[config.mk]
export PLATFORM = sky130hd
export DESIGN_NAME = sct_status_log_responder
export DESIGN_NICKNAME = d
export VERILOG_FILES = /design/src/sct_status_pkg.sv /design/src/sct_taskfile_decode.sv /design/src/sct_status_log_responder.sv
export SDC_FILE = /design/constraint.sdc
export NUM_CORES = 1
export LEC_CHECK = 0
export BUFFER_PORTS_ARGS = -buffer_cell sky130_fd_sc_hd__buf_2
export CELL_PAD_IN_SITES_DETAIL_PLACEMENT = 1
export CELL_PAD_IN_SITES_GLOBAL_PLACEMENT = 1
export CORE_MARGIN = 10
export CORE_UTILIZATION = 35
export DETAILED_ROUTE_END_ITERATION = 10
export MAX_ROUTING_LAYER = met4
export PLACE_DENSITY_LB_ADDON = 0.1
export SLEW_MARGIN = 20
export SYNTH_ARGS = -nofsm -noshare
export SYNTH_HDL_FRONTEND = slang
export SYNTH_SLANG_ARGS = --single-unit
[constraint.sdc]
create_clock -name ref_clk -period 3.5 [get_ports ref_clk]
set_input_delay 0.525 -clock ref_clk [delete_from_list [all_inputs] [get_ports ref_clk]]
set_output_delay 0.525 -clock ref_clk [all_outputs]
set_load 0.02 [all_outputs]
[src/sct_status_pkg.sv]
// Constants for the SCT command decoder and status page builder.
// Assumes a single 200 MHz clock domain and taskfile values presented as plain ports.
package sct_status_pkg;

  // ----------------------------------------
  // Taskfile codes
  // ----------------------------------------
  localparam logic [7:0] CMD_SMART        = 8'hB0;
  localparam logic [7:0] CMD_READ_LOG_EXT = 8'h2F;
  localparam logic [7:0] CMD_WRITE_LOG_EXT= 8'h3F;
  localparam logic [7:0] FEAT_SMART_READ  = 8'hD5;
  localparam logic [7:0] FEAT_SMART_WRITE = 8'hD6;
  localparam logic [7:0] SMART_SIG_LO     = 8'h4F;
  localparam logic [7:0] SMART_SIG_HI     = 8'hC2;
  localparam logic [7:0] LOG_STATUS       = 8'hE0;
  localparam logic [7:0] LOG_DATA         = 8'hE1;
  localparam logic [7:0] ONE_SECTOR       = 8'h01;

  // ----------------------------------------
  // Status page layout
  // ----------------------------------------
  localparam logic [15:0] FORMAT_VERSION  = 16'h0003;
  localparam logic [15:0] SPEC_LEVEL      = 16'h0001;
  localparam logic [15:0] EXT_BUSY        = 16'hFFFF;
  localparam logic [15:0] EXT_NO_SCT_CMD  = 16'h000B;
  localparam logic [15:0] EXT_RESET       = 16'h0000;
  localparam logic [8:0]  BYTE_FMT_LO     = 9'h000;
  localparam logic [8:0]  BYTE_FMT_HI     = 9'h001;
  localparam logic [8:0]  BYTE_VER_LO     = 9'h002;
  localparam logic [8:0]  BYTE_VER_HI     = 9'h003;
  localparam logic [8:0]  BYTE_SPEC_LO    = 9'h004;
  localparam logic [8:0]  BYTE_SPEC_HI    = 9'h005;
  localparam logic [8:0]  BYTE_FLAGS0     = 9'h006;
  localparam logic [8:0]  BYTE_DRIVE      = 9'h00A;
  localparam logic [8:0]  BYTE_EXT_LO     = 9'h00E;
  localparam logic [8:0]  BYTE_EXT_HI     = 9'h00F;
  localparam logic [8:0]  PAGE_LAST       = 9'h1FF;
  localparam int          FLAG_SEG_INIT   = 0;

  // ----------------------------------------
  // Drive state codes
  // ----------------------------------------
  typedef enum logic [7:0] {
    DRV_IDLE    = 8'h00,
    DRV_STANDBY = 8'h01,
    DRV_SLEEP   = 8'h02,
    DRV_SELFTST = 8'h03,
    DRV_OFFLINE = 8'h04,
    DRV_SCT_BG  = 8'h05
  } drive_state_t;

  // ----------------------------------------
  // Decoded request kinds
  // ----------------------------------------
  typedef enum logic [2:0] {
    REQ_NONE       = 3'b000,
    REQ_STATUS     = 3'b001,
    REQ_DATA_READ  = 3'b010,
    REQ_DATA_WRITE = 3'b011,
    REQ_OTHER      = 3'b100
  } req_kind_t;

endpackage : sct_status_pkg

[src/sct_taskfile_decode.sv]
// Taskfile decoder: classifies one command as SCT status, SCT data or other.
// Assumes taskfile values are stable while cmd_valid is high.
`timescale 1ns/100ps
module sct_taskfile_decode (
  // Taskfile
  input  wire logic [7:0]               tf_command,
  input  wire logic [7:0]               tf_feature,
  input  wire logic [7:0]               tf_count,
  input  wire logic [7:0]               tf_count_prev,
  input  wire logic [7:0]               tf_lba_low,
  input  wire logic [7:0]               tf_lba_mid,
  input  wire logic [7:0]               tf_lba_mid_prev,
  input  wire logic [7:0]               tf_lba_high,
  // Result
  output sct_status_pkg::req_kind_t     req_kind
);

  logic smart_sig;
  logic ext_one;

  assign smart_sig = (tf_lba_mid == sct_status_pkg::SMART_SIG_LO) && (tf_lba_high == sct_status_pkg::SMART_SIG_HI);
  assign ext_one   = (tf_count == sct_status_pkg::ONE_SECTOR) && (tf_count_prev == 8'h00)
                     && (tf_lba_mid == 8'h00) && (tf_lba_mid_prev == 8'h00);

  always_comb begin
    req_kind = sct_status_pkg::REQ_OTHER;
    if (tf_command == sct_status_pkg::CMD_SMART && smart_sig) begin
      if (tf_feature == sct_status_pkg::FEAT_SMART_READ && tf_lba_low == sct_status_pkg::LOG_STATUS
          && tf_count == sct_status_pkg::ONE_SECTOR)
        req_kind = sct_status_pkg::REQ_STATUS;
      else if (tf_feature == sct_status_pkg::FEAT_SMART_READ && tf_lba_low == sct_status_pkg::LOG_DATA)
        req_kind = sct_status_pkg::REQ_DATA_READ;
      else if (tf_feature == sct_status_pkg::FEAT_SMART_WRITE && tf_lba_low == sct_status_pkg::LOG_DATA)
        req_kind = sct_status_pkg::REQ_DATA_WRITE;
    end else if (tf_command == sct_status_pkg::CMD_READ_LOG_EXT) begin
      if (tf_lba_low == sct_status_pkg::LOG_STATUS && ext_one)
        req_kind = sct_status_pkg::REQ_STATUS;
      else if (tf_lba_low == sct_status_pkg::LOG_DATA)
        req_kind = sct_status_pkg::REQ_DATA_READ;
    end else if (tf_command == sct_status_pkg::CMD_WRITE_LOG_EXT && tf_lba_low == sct_status_pkg::LOG_DATA) begin
      req_kind = sct_status_pkg::REQ_DATA_WRITE;
    end
  end

endmodule : sct_taskfile_decode

[src/sct_status_log_responder.sv]
// SCT command decoder and status log page builder.
// Assumes the host presents taskfile values with a one-cycle cmd_valid strobe.
//
// What this block does
// - Taskfile status signals acceptance or error only
// - Status served as log page E0h
// - Status request accepted unless a page is already streaming, then refused
// - Status request changes no state
// - Log ext E1h 2Fh/3Fh is data transfer
// - SMART D5h E0h B0h is status request
// - Read log ext E0h is status request
// - Bytes 1:0 format version 0003h
// - Bytes 3:2 vendor implementation version
// - Bytes 5:4 spec level 0001h
// - Flag bit 0 set after full write-same
// - Any user LBA write clears flag
// - Capacity change clears flag; otherwise kept
// - Byte 10 encodes drive activity state
// - Bytes 15:14 extended status, FFFFh busy
// - Data transfer without SCT command gives 000Bh
// - SMART D5h/D6h E1h B0h is data transfer
`timescale 1ns/100ps
module sct_status_log_responder #(
  parameter logic [15:0] IMPL_VERSION = 16'h0100  // Arbitrary value
) (
  // Clock and reset
  input  wire logic        ref_clk,
  input  wire logic        resetn,
  // Taskfile command
  input  wire logic        cmd_valid,
  input  wire logic [7:0]  tf_command,
  input  wire logic [7:0]  tf_feature,
  input  wire logic [7:0]  tf_count,
  input  wire logic [7:0]  tf_count_prev,
  input  wire logic [7:0]  tf_lba_low,
  input  wire logic [7:0]  tf_lba_mid,
  input  wire logic [7:0]  tf_lba_mid_prev,
  input  wire logic [7:0]  tf_lba_high,
  // Command outcome
  output logic             cmd_accept,
  output logic             cmd_error,
  output logic             data_xfer_read,
  output logic             data_xfer_write,
  // Status page stream
  output logic             page_valid,
  input  wire logic        page_ready,
  output logic [7:0]       page_data,
  output logic             page_last,
  // Drive activity and SCT engine
  input  wire logic [2:0]  drive_state,
  input  wire logic        sct_cmd_issued,
  input  wire logic        sct_bg_busy,
  input  wire logic        sct_done,
  input  wire logic [15:0] sct_done_code,
  // Segment-initialised flag events
  input  wire logic        seg_init_saved,
  input  wire logic        write_same_all_ok,
  input  wire logic        user_lba_write,
  input  wire logic        capacity_change,
  output logic             seg_init_flag
);

  // ----------------------------------------
  // State
  // ----------------------------------------
  typedef struct packed {
    logic        loaded;
    logic        seg_init;
    logic        sct_seen;
    logic [15:0] ext_code;
    logic        sending;
    logic [8:0]  idx;
    logic [7:0]  data;
    logic        accept;
    logic        error;
    logic        dread;
    logic        dwrite;
  } state_t;

  state_t st_r;
  state_t st_nxt;
  sct_status_pkg::req_kind_t req_kind;
  logic [7:0]  byte_nxt;
  logic [8:0]  idx_sel;
  logic [15:0] ext_view;

  sct_taskfile_decode u_decode (
    .tf_command      (tf_command),
    .tf_feature      (tf_feature),
    .tf_count        (tf_count),
    .tf_count_prev   (tf_count_prev),
    .tf_lba_low      (tf_lba_low),
    .tf_lba_mid      (tf_lba_mid),
    .tf_lba_mid_prev (tf_lba_mid_prev),
    .tf_lba_high     (tf_lba_high),
    .req_kind        (req_kind)
  );

  // ----------------------------------------
  // Page byte builder
  // ----------------------------------------
  assign ext_view = sct_bg_busy ? sct_status_pkg::EXT_BUSY : st_r.ext_code;

  always_comb begin
    unique case (idx_sel)
      sct_status_pkg::BYTE_FMT_LO:  byte_nxt = sct_status_pkg::FORMAT_VERSION[7:0];
      sct_status_pkg::BYTE_FMT_HI:  byte_nxt = sct_status_pkg::FORMAT_VERSION[15:8];
      sct_status_pkg::BYTE_VER_LO:  byte_nxt = IMPL_VERSION[7:0];
      sct_status_pkg::BYTE_VER_HI:  byte_nxt = IMPL_VERSION[15:8];
      sct_status_pkg::BYTE_SPEC_LO: byte_nxt = sct_status_pkg::SPEC_LEVEL[7:0];
      sct_status_pkg::BYTE_SPEC_HI: byte_nxt = sct_status_pkg::SPEC_LEVEL[15:8];
      sct_status_pkg::BYTE_FLAGS0:  byte_nxt = {7'h00, st_r.seg_init};
      sct_status_pkg::BYTE_DRIVE:   byte_nxt = {5'h00, drive_state};
      sct_status_pkg::BYTE_EXT_LO:  byte_nxt = ext_view[7:0];
      sct_status_pkg::BYTE_EXT_HI:  byte_nxt = ext_view[15:8];
      default:                      byte_nxt = 8'h00;
    endcase
  end

  // ----------------------------------------
  // Index of the byte loaded next
  // ----------------------------------------
  always_comb begin
    idx_sel = st_r.idx;
    if (cmd_valid && (req_kind == sct_status_pkg::REQ_STATUS) && !st_r.sending) begin
      idx_sel = sct_status_pkg::BYTE_FMT_LO;
    end else if (st_r.sending && page_ready && (st_r.idx != sct_status_pkg::PAGE_LAST)) begin
      idx_sel = st_r.idx + 9'h001;
    end
  end

  // ----------------------------------------
  // Next state
  // ----------------------------------------
  always_comb begin
    st_nxt        = st_r;
    st_nxt.accept = 1'b0;
    st_nxt.error  = 1'b0;
    st_nxt.dread  = 1'b0;
    st_nxt.dwrite = 1'b0;

    // Flag restored once after reset, then kept
    if (!st_r.loaded) begin
      st_nxt.loaded   = 1'b1;
      st_nxt.seg_init = seg_init_saved;
    end else if (user_lba_write || capacity_change) begin
      st_nxt.seg_init = 1'b0;
    end else if (write_same_all_ok) begin
      st_nxt.seg_init = 1'b1;
    end

    if (sct_cmd_issued)
      st_nxt.sct_seen = 1'b1;
    if (sct_done)
      st_nxt.ext_code = sct_done_code;

    // Page streaming
    if (st_r.sending && page_ready) begin
      if (st_r.idx == sct_status_pkg::PAGE_LAST) begin
        st_nxt.sending = 1'b0;
      end else begin
        st_nxt.idx     = idx_sel;
        st_nxt.data    = byte_nxt;
      end
    end

    // Command taking; status never touches power or background work
    if (cmd_valid) begin
      unique case (req_kind)
        sct_status_pkg::REQ_STATUS: begin
          if (st_r.sending) begin
            st_nxt.error = 1'b1;
          end else begin
            st_nxt.accept  = 1'b1;
            st_nxt.sending = 1'b1;
            st_nxt.idx     = idx_sel;
            st_nxt.data    = byte_nxt;
          end
        end
        sct_status_pkg::REQ_DATA_READ,
        sct_status_pkg::REQ_DATA_WRITE: begin
          if (!st_r.sct_seen) begin
            st_nxt.error    = 1'b1;
            st_nxt.ext_code = sct_status_pkg::EXT_NO_SCT_CMD;
          end else begin
            st_nxt.accept = 1'b1;
            st_nxt.dread  = (req_kind == sct_status_pkg::REQ_DATA_READ);
            st_nxt.dwrite = (req_kind == sct_status_pkg::REQ_DATA_WRITE);
          end
        end
        default: begin
          st_nxt.accept = 1'b0;
        end
      endcase
    end
  end

  always_ff @(posedge ref_clk or negedge resetn) begin
    if (!resetn) begin
      st_r <= '{loaded: 1'b0, seg_init: 1'b0, sct_seen: 1'b0, ext_code: sct_status_pkg::EXT_RESET,
                sending: 1'b0, idx: 9'h000, data: 8'h00, accept: 1'b0, error: 1'b0,
                dread: 1'b0, dwrite: 1'b0};
    end else begin
      st_r <= st_nxt;
    end
  end

  // ----------------------------------------
  // Outputs
  // ----------------------------------------
  assign cmd_accept      = st_r.accept;
  assign cmd_error       = st_r.error;
  assign data_xfer_read  = st_r.dread;
  assign data_xfer_write = st_r.dwrite;
  assign page_valid      = st_r.sending;
  assign page_data       = st_r.data;
  assign page_last       = st_r.sending && (st_r.idx == sct_status_pkg::PAGE_LAST);
  assign seg_init_flag   = st_r.seg_init;

endmodule : sct_status_log_responder

==> reports/qor.txt, run 1 <==
P&R area growth vs syn: 27.74%
Placeable Area: 7292 sq um
Mapped Area: 2630 sq um
Total grt overflow: 0
IO Pins: 109
Critical Path Start: st_r[13]
Outcome: finished clean
Vias post-DR: 2586
Top cells by area, synth: dfrtp_1, mux2i_1, nor2_1
Tightest Pin Transition: 940.1 ps
Clock Latency Late Sink: 290 ps
Tcrit/Tclk final: 90.96%
H-tree depth: 2
Nets: 488
Launch point of the worst reg-to-reg path: st_r[13]
Final-report setup violation count: 0
Req. time, crit path: 3700 ps
Hold_ws: 376.3 ps
DRT Wirelength: 8.991 mm
Synth Area per Inst: 9.132 sq um
Worst min path class: in2async
CTS Hold Bufs: 0
GPL Wtd Cong: 0.8526
CTS max path bufs: 2
Prevailing post-synth register cell: dfrtp_1
Leakage: 1.669 nW
Vias in the first global route: 2916
Share of cells above drive strength 1: 35.11%
Count of input and output buffers: 108
Setup TNS: 0 ps
Max-slew violations: 0
DRT Pass-1 Iters: 4
GRT Max-Usage Layer: met2
Count leader, synth: dfrtp_1
Worst IR drop on VDD: 217.3 uV
Critical path data arrival time: 3380 ps
Met1 usage: 18.63%
Syn Inst Count: 288
Seq cells post-synth: 41
Initial antenna violation count: 0
M3 GR Usage: 3.653%
Async set or reset register ratio after synthesis: 100.0%
Min Tclk post-route: 3184 ps
Power per Cell Area: 306.7 nW/um^2
Synth area leader: dfrtp_1
Critical path endpoint: page_data[4]
Critical path class: reg2reg
Largest net degree at the start of global routing: 42
DIE AREA: 11380 sq um
Post-synth EDFFs: 0
Clock root buffer: clkbuf_8
Slew headroom: 37.33%
Synth cell types: 60
Startpoint Class: register
Synth cell count leaders: dfrtp_1, nor2_1, nand2_1, mux2i_1
Die height: 106.7 microns
Unrepaired setup endpoints after global routing: no
DIE WIDTH: 106.7 microns
Num rows: 31
Fillers: 909
CTS-repair resized insts: 0
Synth top area share: 39.01%
Final Skew: 8.708 ps
# DRC: 0
GRT Resource Usage Total: 15.92%
Register area share after synthesis: 39.01%
CTS Sinks: 41
Post-CTS setup repair buffer count: 0
First-pass GRT wire length: 14.73 mm
Drt wl/cell: 18.27 microns
CTS tree: built
Endpoint class of the critical path: register
Final ANT Viol Nets: 0
FMAX: 0.3141 GHz
M2 GR Usage: 26.73%
YS warnings: 0
Crit path max fanout: 11
R2R depth: 11
RR Endpoint: page_data[4]
DR vias/cell: 5.256
Clock-pin slew on the worst setup and hold paths: 80 ps
Post-detail-place hpwl: 7.227 mm
Initial Util: 36.07%
Post-synth net total: 384
Max Cap Violations: 0
Initial DRC count: 60
Antenna cell count: 0
CTS Buf Count: 5
Setup slack, reg-to-reg: 320 ps
Hold Vio Cnt, Final: 0
cell type report:
type	instances	area [sq um]	share of cell area (%)
inverters	6	22.52	0.6704
clock inverters	1	30.03	0.8939
repair buffers	117	608.1	18.10
clock buffers	7	86.33	2.570
well taps	99	123.9	3.687
flip-flops and latches	41	1026	30.54
multi-input cells	221	1463	43.54
how the worst min path moves through the flow:
stage,start,to
after floorplan,resetn,cmd_accept
after global placement,st_r[40],seg_init_flag
after detailed placement,st_r[40],seg_init_flag
after CTS,resetn,page_data[2]
after global routing,sct_cmd_issued,st_r[38]
final,resetn,st_r[27]
layout by cell type, fill, tap and decap left out, types with 5 or more instances in the layout:
cell type	count
nand3_1	6
nand2_1	29
clkbuf_8	6
buf_4	9
nand3b_1	7
nor3_1	9
o21ai_0	5
and3_1	6
mux2i_1	16
inv_1	6
nand4_1	6
dfrtp_1	41
nor4_1	13
xnor2_1	7
buf_2	108
o211ai_1	5
nor2_1	32
a21oi_1	12
state kept, by name, summed over array words and instances, names as in the netlist:
signal and flops:
data_xfer_read 1, cmd_accept 1, st_r 27, page_valid 1
page_data 8, cmd_error 1, seg_init_flag 1, data_xfer_write 1
metrics by stage:
step	area (sq um)	cells	power, W	util (%)	setup WS [ps]
final	3359	492	0.001030	46.07	316.3
after global routing	3359	492	0.001074	46.07	47.43
after CTS	3356	492	0.001044	46.02	228.6
after detailed placement	3239	484	0.0006359	44.42	269.1
after global placement	3239	484	0.0006308	44.42	416.6
after floorplan	2630	288	0.0005576	-	764.7
layer usage:
metal / share of wire, % / vias to the layer above
li1: - / 1248
met3: 5.9 / 8
met1: 45 / 1234
met5: 0 / -
met4: 1.0 / 0
met2: 48 / 96
kinds of logic (layout without fill, tap and decap cells):
| kind of cell | after synthesis | after routing | share of synthesized area, % |
|---|---|---|---|
| buffers and inverters | 26 | 131 | 5.519 |
| AO/OA/AOI/OAI | 50 | 50 | 14.61 |
| other | 1 | 1 | 0.1426 |
| AND/OR/NAND/NOR | 139 | 139 | 29.16 |
| flip-flops | 41 | 41 | 39.01 |
| adder cells (fa/ha/maj) | 2 | 2 | 0.9513 |
| XOR/XNOR | 11 | 11 | 3.663 |
| multiplexers | 18 | 18 | 6.946 |
power breakdown:
part | internal (W) | total, W | switching (W)
clock | 0.000233 | 0.000406 | 0.000173
sequential | 0.000493 | 0.000505 | 0.0000121
combinational | 0.0000637 | 0.000119 | 0.0000558
critical path, stage by stage, from the launching register on:
cell,delay (ps)
dfrtp_1,490
ha_1,260
nand2_1,110
nor2_1,160
and3_1,170
ha_1,220
nand3b_2,290
nor2_1,120
or4_1,480
a21oi_2,250
o211ai_1,270
a211oi_1,280
Power figures use the tool's default switching activity.
==> run 2: changes to the inputs <==
--- a/config.mk
+++ b/config.mk
@@ -8,7 +8,6 @@
 export BUFFER_PORTS_ARGS = -buffer_cell sky130_fd_sc_hd__buf_2
 export CELL_PAD_IN_SITES_DETAIL_PLACEMENT = 1
 export CELL_PAD_IN_SITES_GLOBAL_PLACEMENT = 1
-export CORE_MARGIN = 10
 export CORE_UTILIZATION = 35
 export DETAILED_ROUTE_END_ITERATION = 10
 export MAX_ROUTING_LAYER = met4
==> run 2 against run 1 <==
Effect of this change:
- die area is 31% lower
- clock skew is 4.6 ps lower
- setup slack better by 23 ps
- utilization is 0.49 points higher
- critical endpoint is now page_data[6]
- largest cell class unchanged
- largest power group unchanged
==> reports/qor.txt, run 2 (synthesis gave the netlist of run 1 again) <==
Outcome: finished clean
Largest net degree at the start of global routing: 42
P_int: 0.0007895 W
Launch point of the worst reg-to-reg path: st_r[13]
Power Total: 0.001033 W
Critical path endpoint: page_data[6]
Comb pwr share: 11.5%
Clock Latency Late Sink: 300 ps
CTS max path bufs: 2
Initial DRC count: 70
Final ANT Viol Nets: 0
Worst IR drop on VDD: 200.6 uV
Worst min path class: in2async
Nets: 489
GRT Resource Usage Total: 21.09%
Clock Power Share: 39.7%
# DRC: 0
First-pass GRT wire length: 12.26 mm
Fillers: 906
CTS Buf Count: 5
Max-slew violations: 0
Net Sw Frac: 23.54%
CTS Sinks: 41
Clock root buffer: clkbuf_8
P&R area growth vs syn: 28.40%
Share of cells above drive strength 1: 35.28%
Biggest register: st_r
Unrepaired setup endpoints after global routing: no
DIE AREA: 7865 sq um
NetSw: 0.0002431 W
Num rows: 31
Initial Util: 36.26%
DRT Wirelength: 7.834 mm
IO Pins: 109
Max FFs per register: 27
Total grt overflow: 0
Critical path data arrival time: 3370 ps
Slew headroom: 37.92%
Setup slack, reg-to-reg: 340 ps
Leakage: 1.692 nW
Hold Vio Cnt, Final: 0
Placeable Area: 7253 sq um
Count of input and output buffers: 108
Post-layout util: 46.56%
Power per Cell Area: 305.8 nW/um^2
Post-detail-place hpwl: 6.041 mm
GPL Wtd Cong: 0.8600
Dpl cell area: 3239 sq um
CTS tree: built
R2R depth: 11
Crit path max fanout: 9
Final Skew: 4.088 ps
Min Tclk post-route: 3161 ps
Req. time, crit path: 3710 ps
Tcrit/Tclk final: 90.30%
RR Endpoint: page_data[6]
CTS Hold Bufs: 0
Tightest Pin Transition: 931.2 ps
Hold_ws: 351.6 ps
Clock-pin slew on the worst setup and hold paths: 80 ps
Vias post-DR: 2609
Endpoint class of the critical path: register
DIE WIDTH: 88.69 microns
Most common cell after layout, fill and taps aside: buf_2
Final-report setup violation count: 0
Die height: 88.69 microns
Vias in the first global route: 2615
Sequential share of power: 48.9%
Drt wl/cell: 15.89 microns
DR vias/cell: 5.292
Setup TNS: 0 ps
Critical Path Start: st_r[13]
Max Cap Violations: 0
DRT Pass-1 Iters: 4
Design area: 3377 sq um
FMAX: 0.3164 GHz
Antenna cell count: 0
Critical path class: reg2reg
Most frequent cells in the layout: buf_2, dfrtp_1, nor2_1
Startpoint Class: register
Initial antenna violation count: 0
H-tree depth: 2
-- run 2: stage by stage --
stage | setup slack [ps] | std cells
after floorplan | 764.7 | 288
after global placement | 397.5 | 484
after detailed placement | 211.7 | 484
after CTS | 162.3 | 492
after global routing | 36.69 | 493
final | 339.5 | 493
-- run 2: timing repair --
| item | CTS | global route |
|---|---|---|
| resized for setup | 0 | 2 |
| buffers inserted | 0 | 1 |
| endpoints found under the setup margin | 0 | 6 |
-- run 2: layout make-up --
class	count	area, sq um	share of cell area [%]
clock inverters	1	30.03	0.8892
clock buffers	7	86.33	2.557
well taps	99	123.9	3.668
repair buffers	118	615.6	18.23
inverters	6	22.52	0.6669
multi-input cells	221	1473	43.61
flip-flops and latches	41	1026	30.38
-- run 2: how the worst min path moves through the flow --
stage	to	slack, ps	depth (start not counted)
2_1_floorplan	cmd_accept	230	0
3_3_place_gp	seg_init_flag	490	1
5_1_grt	st_r[38]	420	2
4_1_cts	st_r[18]	400	1
6_report	st_r[13]	350	1
3_5_place_dp	seg_init_flag	490	1
-- run 2: power by group through the flow --
stage | Clock [W] | Sequential (W) | Combinational (W)
finish | 0.000410 | 0.000505 | 0.000118
global route | 0.000435 | 0.000508 | 0.000135
CTS | 0.000422 | 0.000505 | 0.000121
detailed placement | 0 | 0.000514 | 0.000121
global placement | 0 | 0.000514 | 0.000118
floorplan | 0 | 0.000511 | 0.0000464
-- run 2: metal layers --
| layer | global-route usage [%] | share of wire [%] |
|---|---|---|
| met1 | 24.48 | 43 |
| met2 | 37.13 | 48 |
| met3 | 3.731 | 7.1 |
| met4 | 6.158 | 1.5 |
| met5 | - | 0 |
-- run 2: critical path, stage by stage (launching register included) --
cell and delay [ps]:
dfrtp_1 490, ha_1 260, nand2_1 110, nor2_1 150, and3_1 170, ha_1 220
and3b_1 210, a21boi_0 420, o211ai_1 280, a211oi_2 380, a21oi_1 140, a211oi_1 240
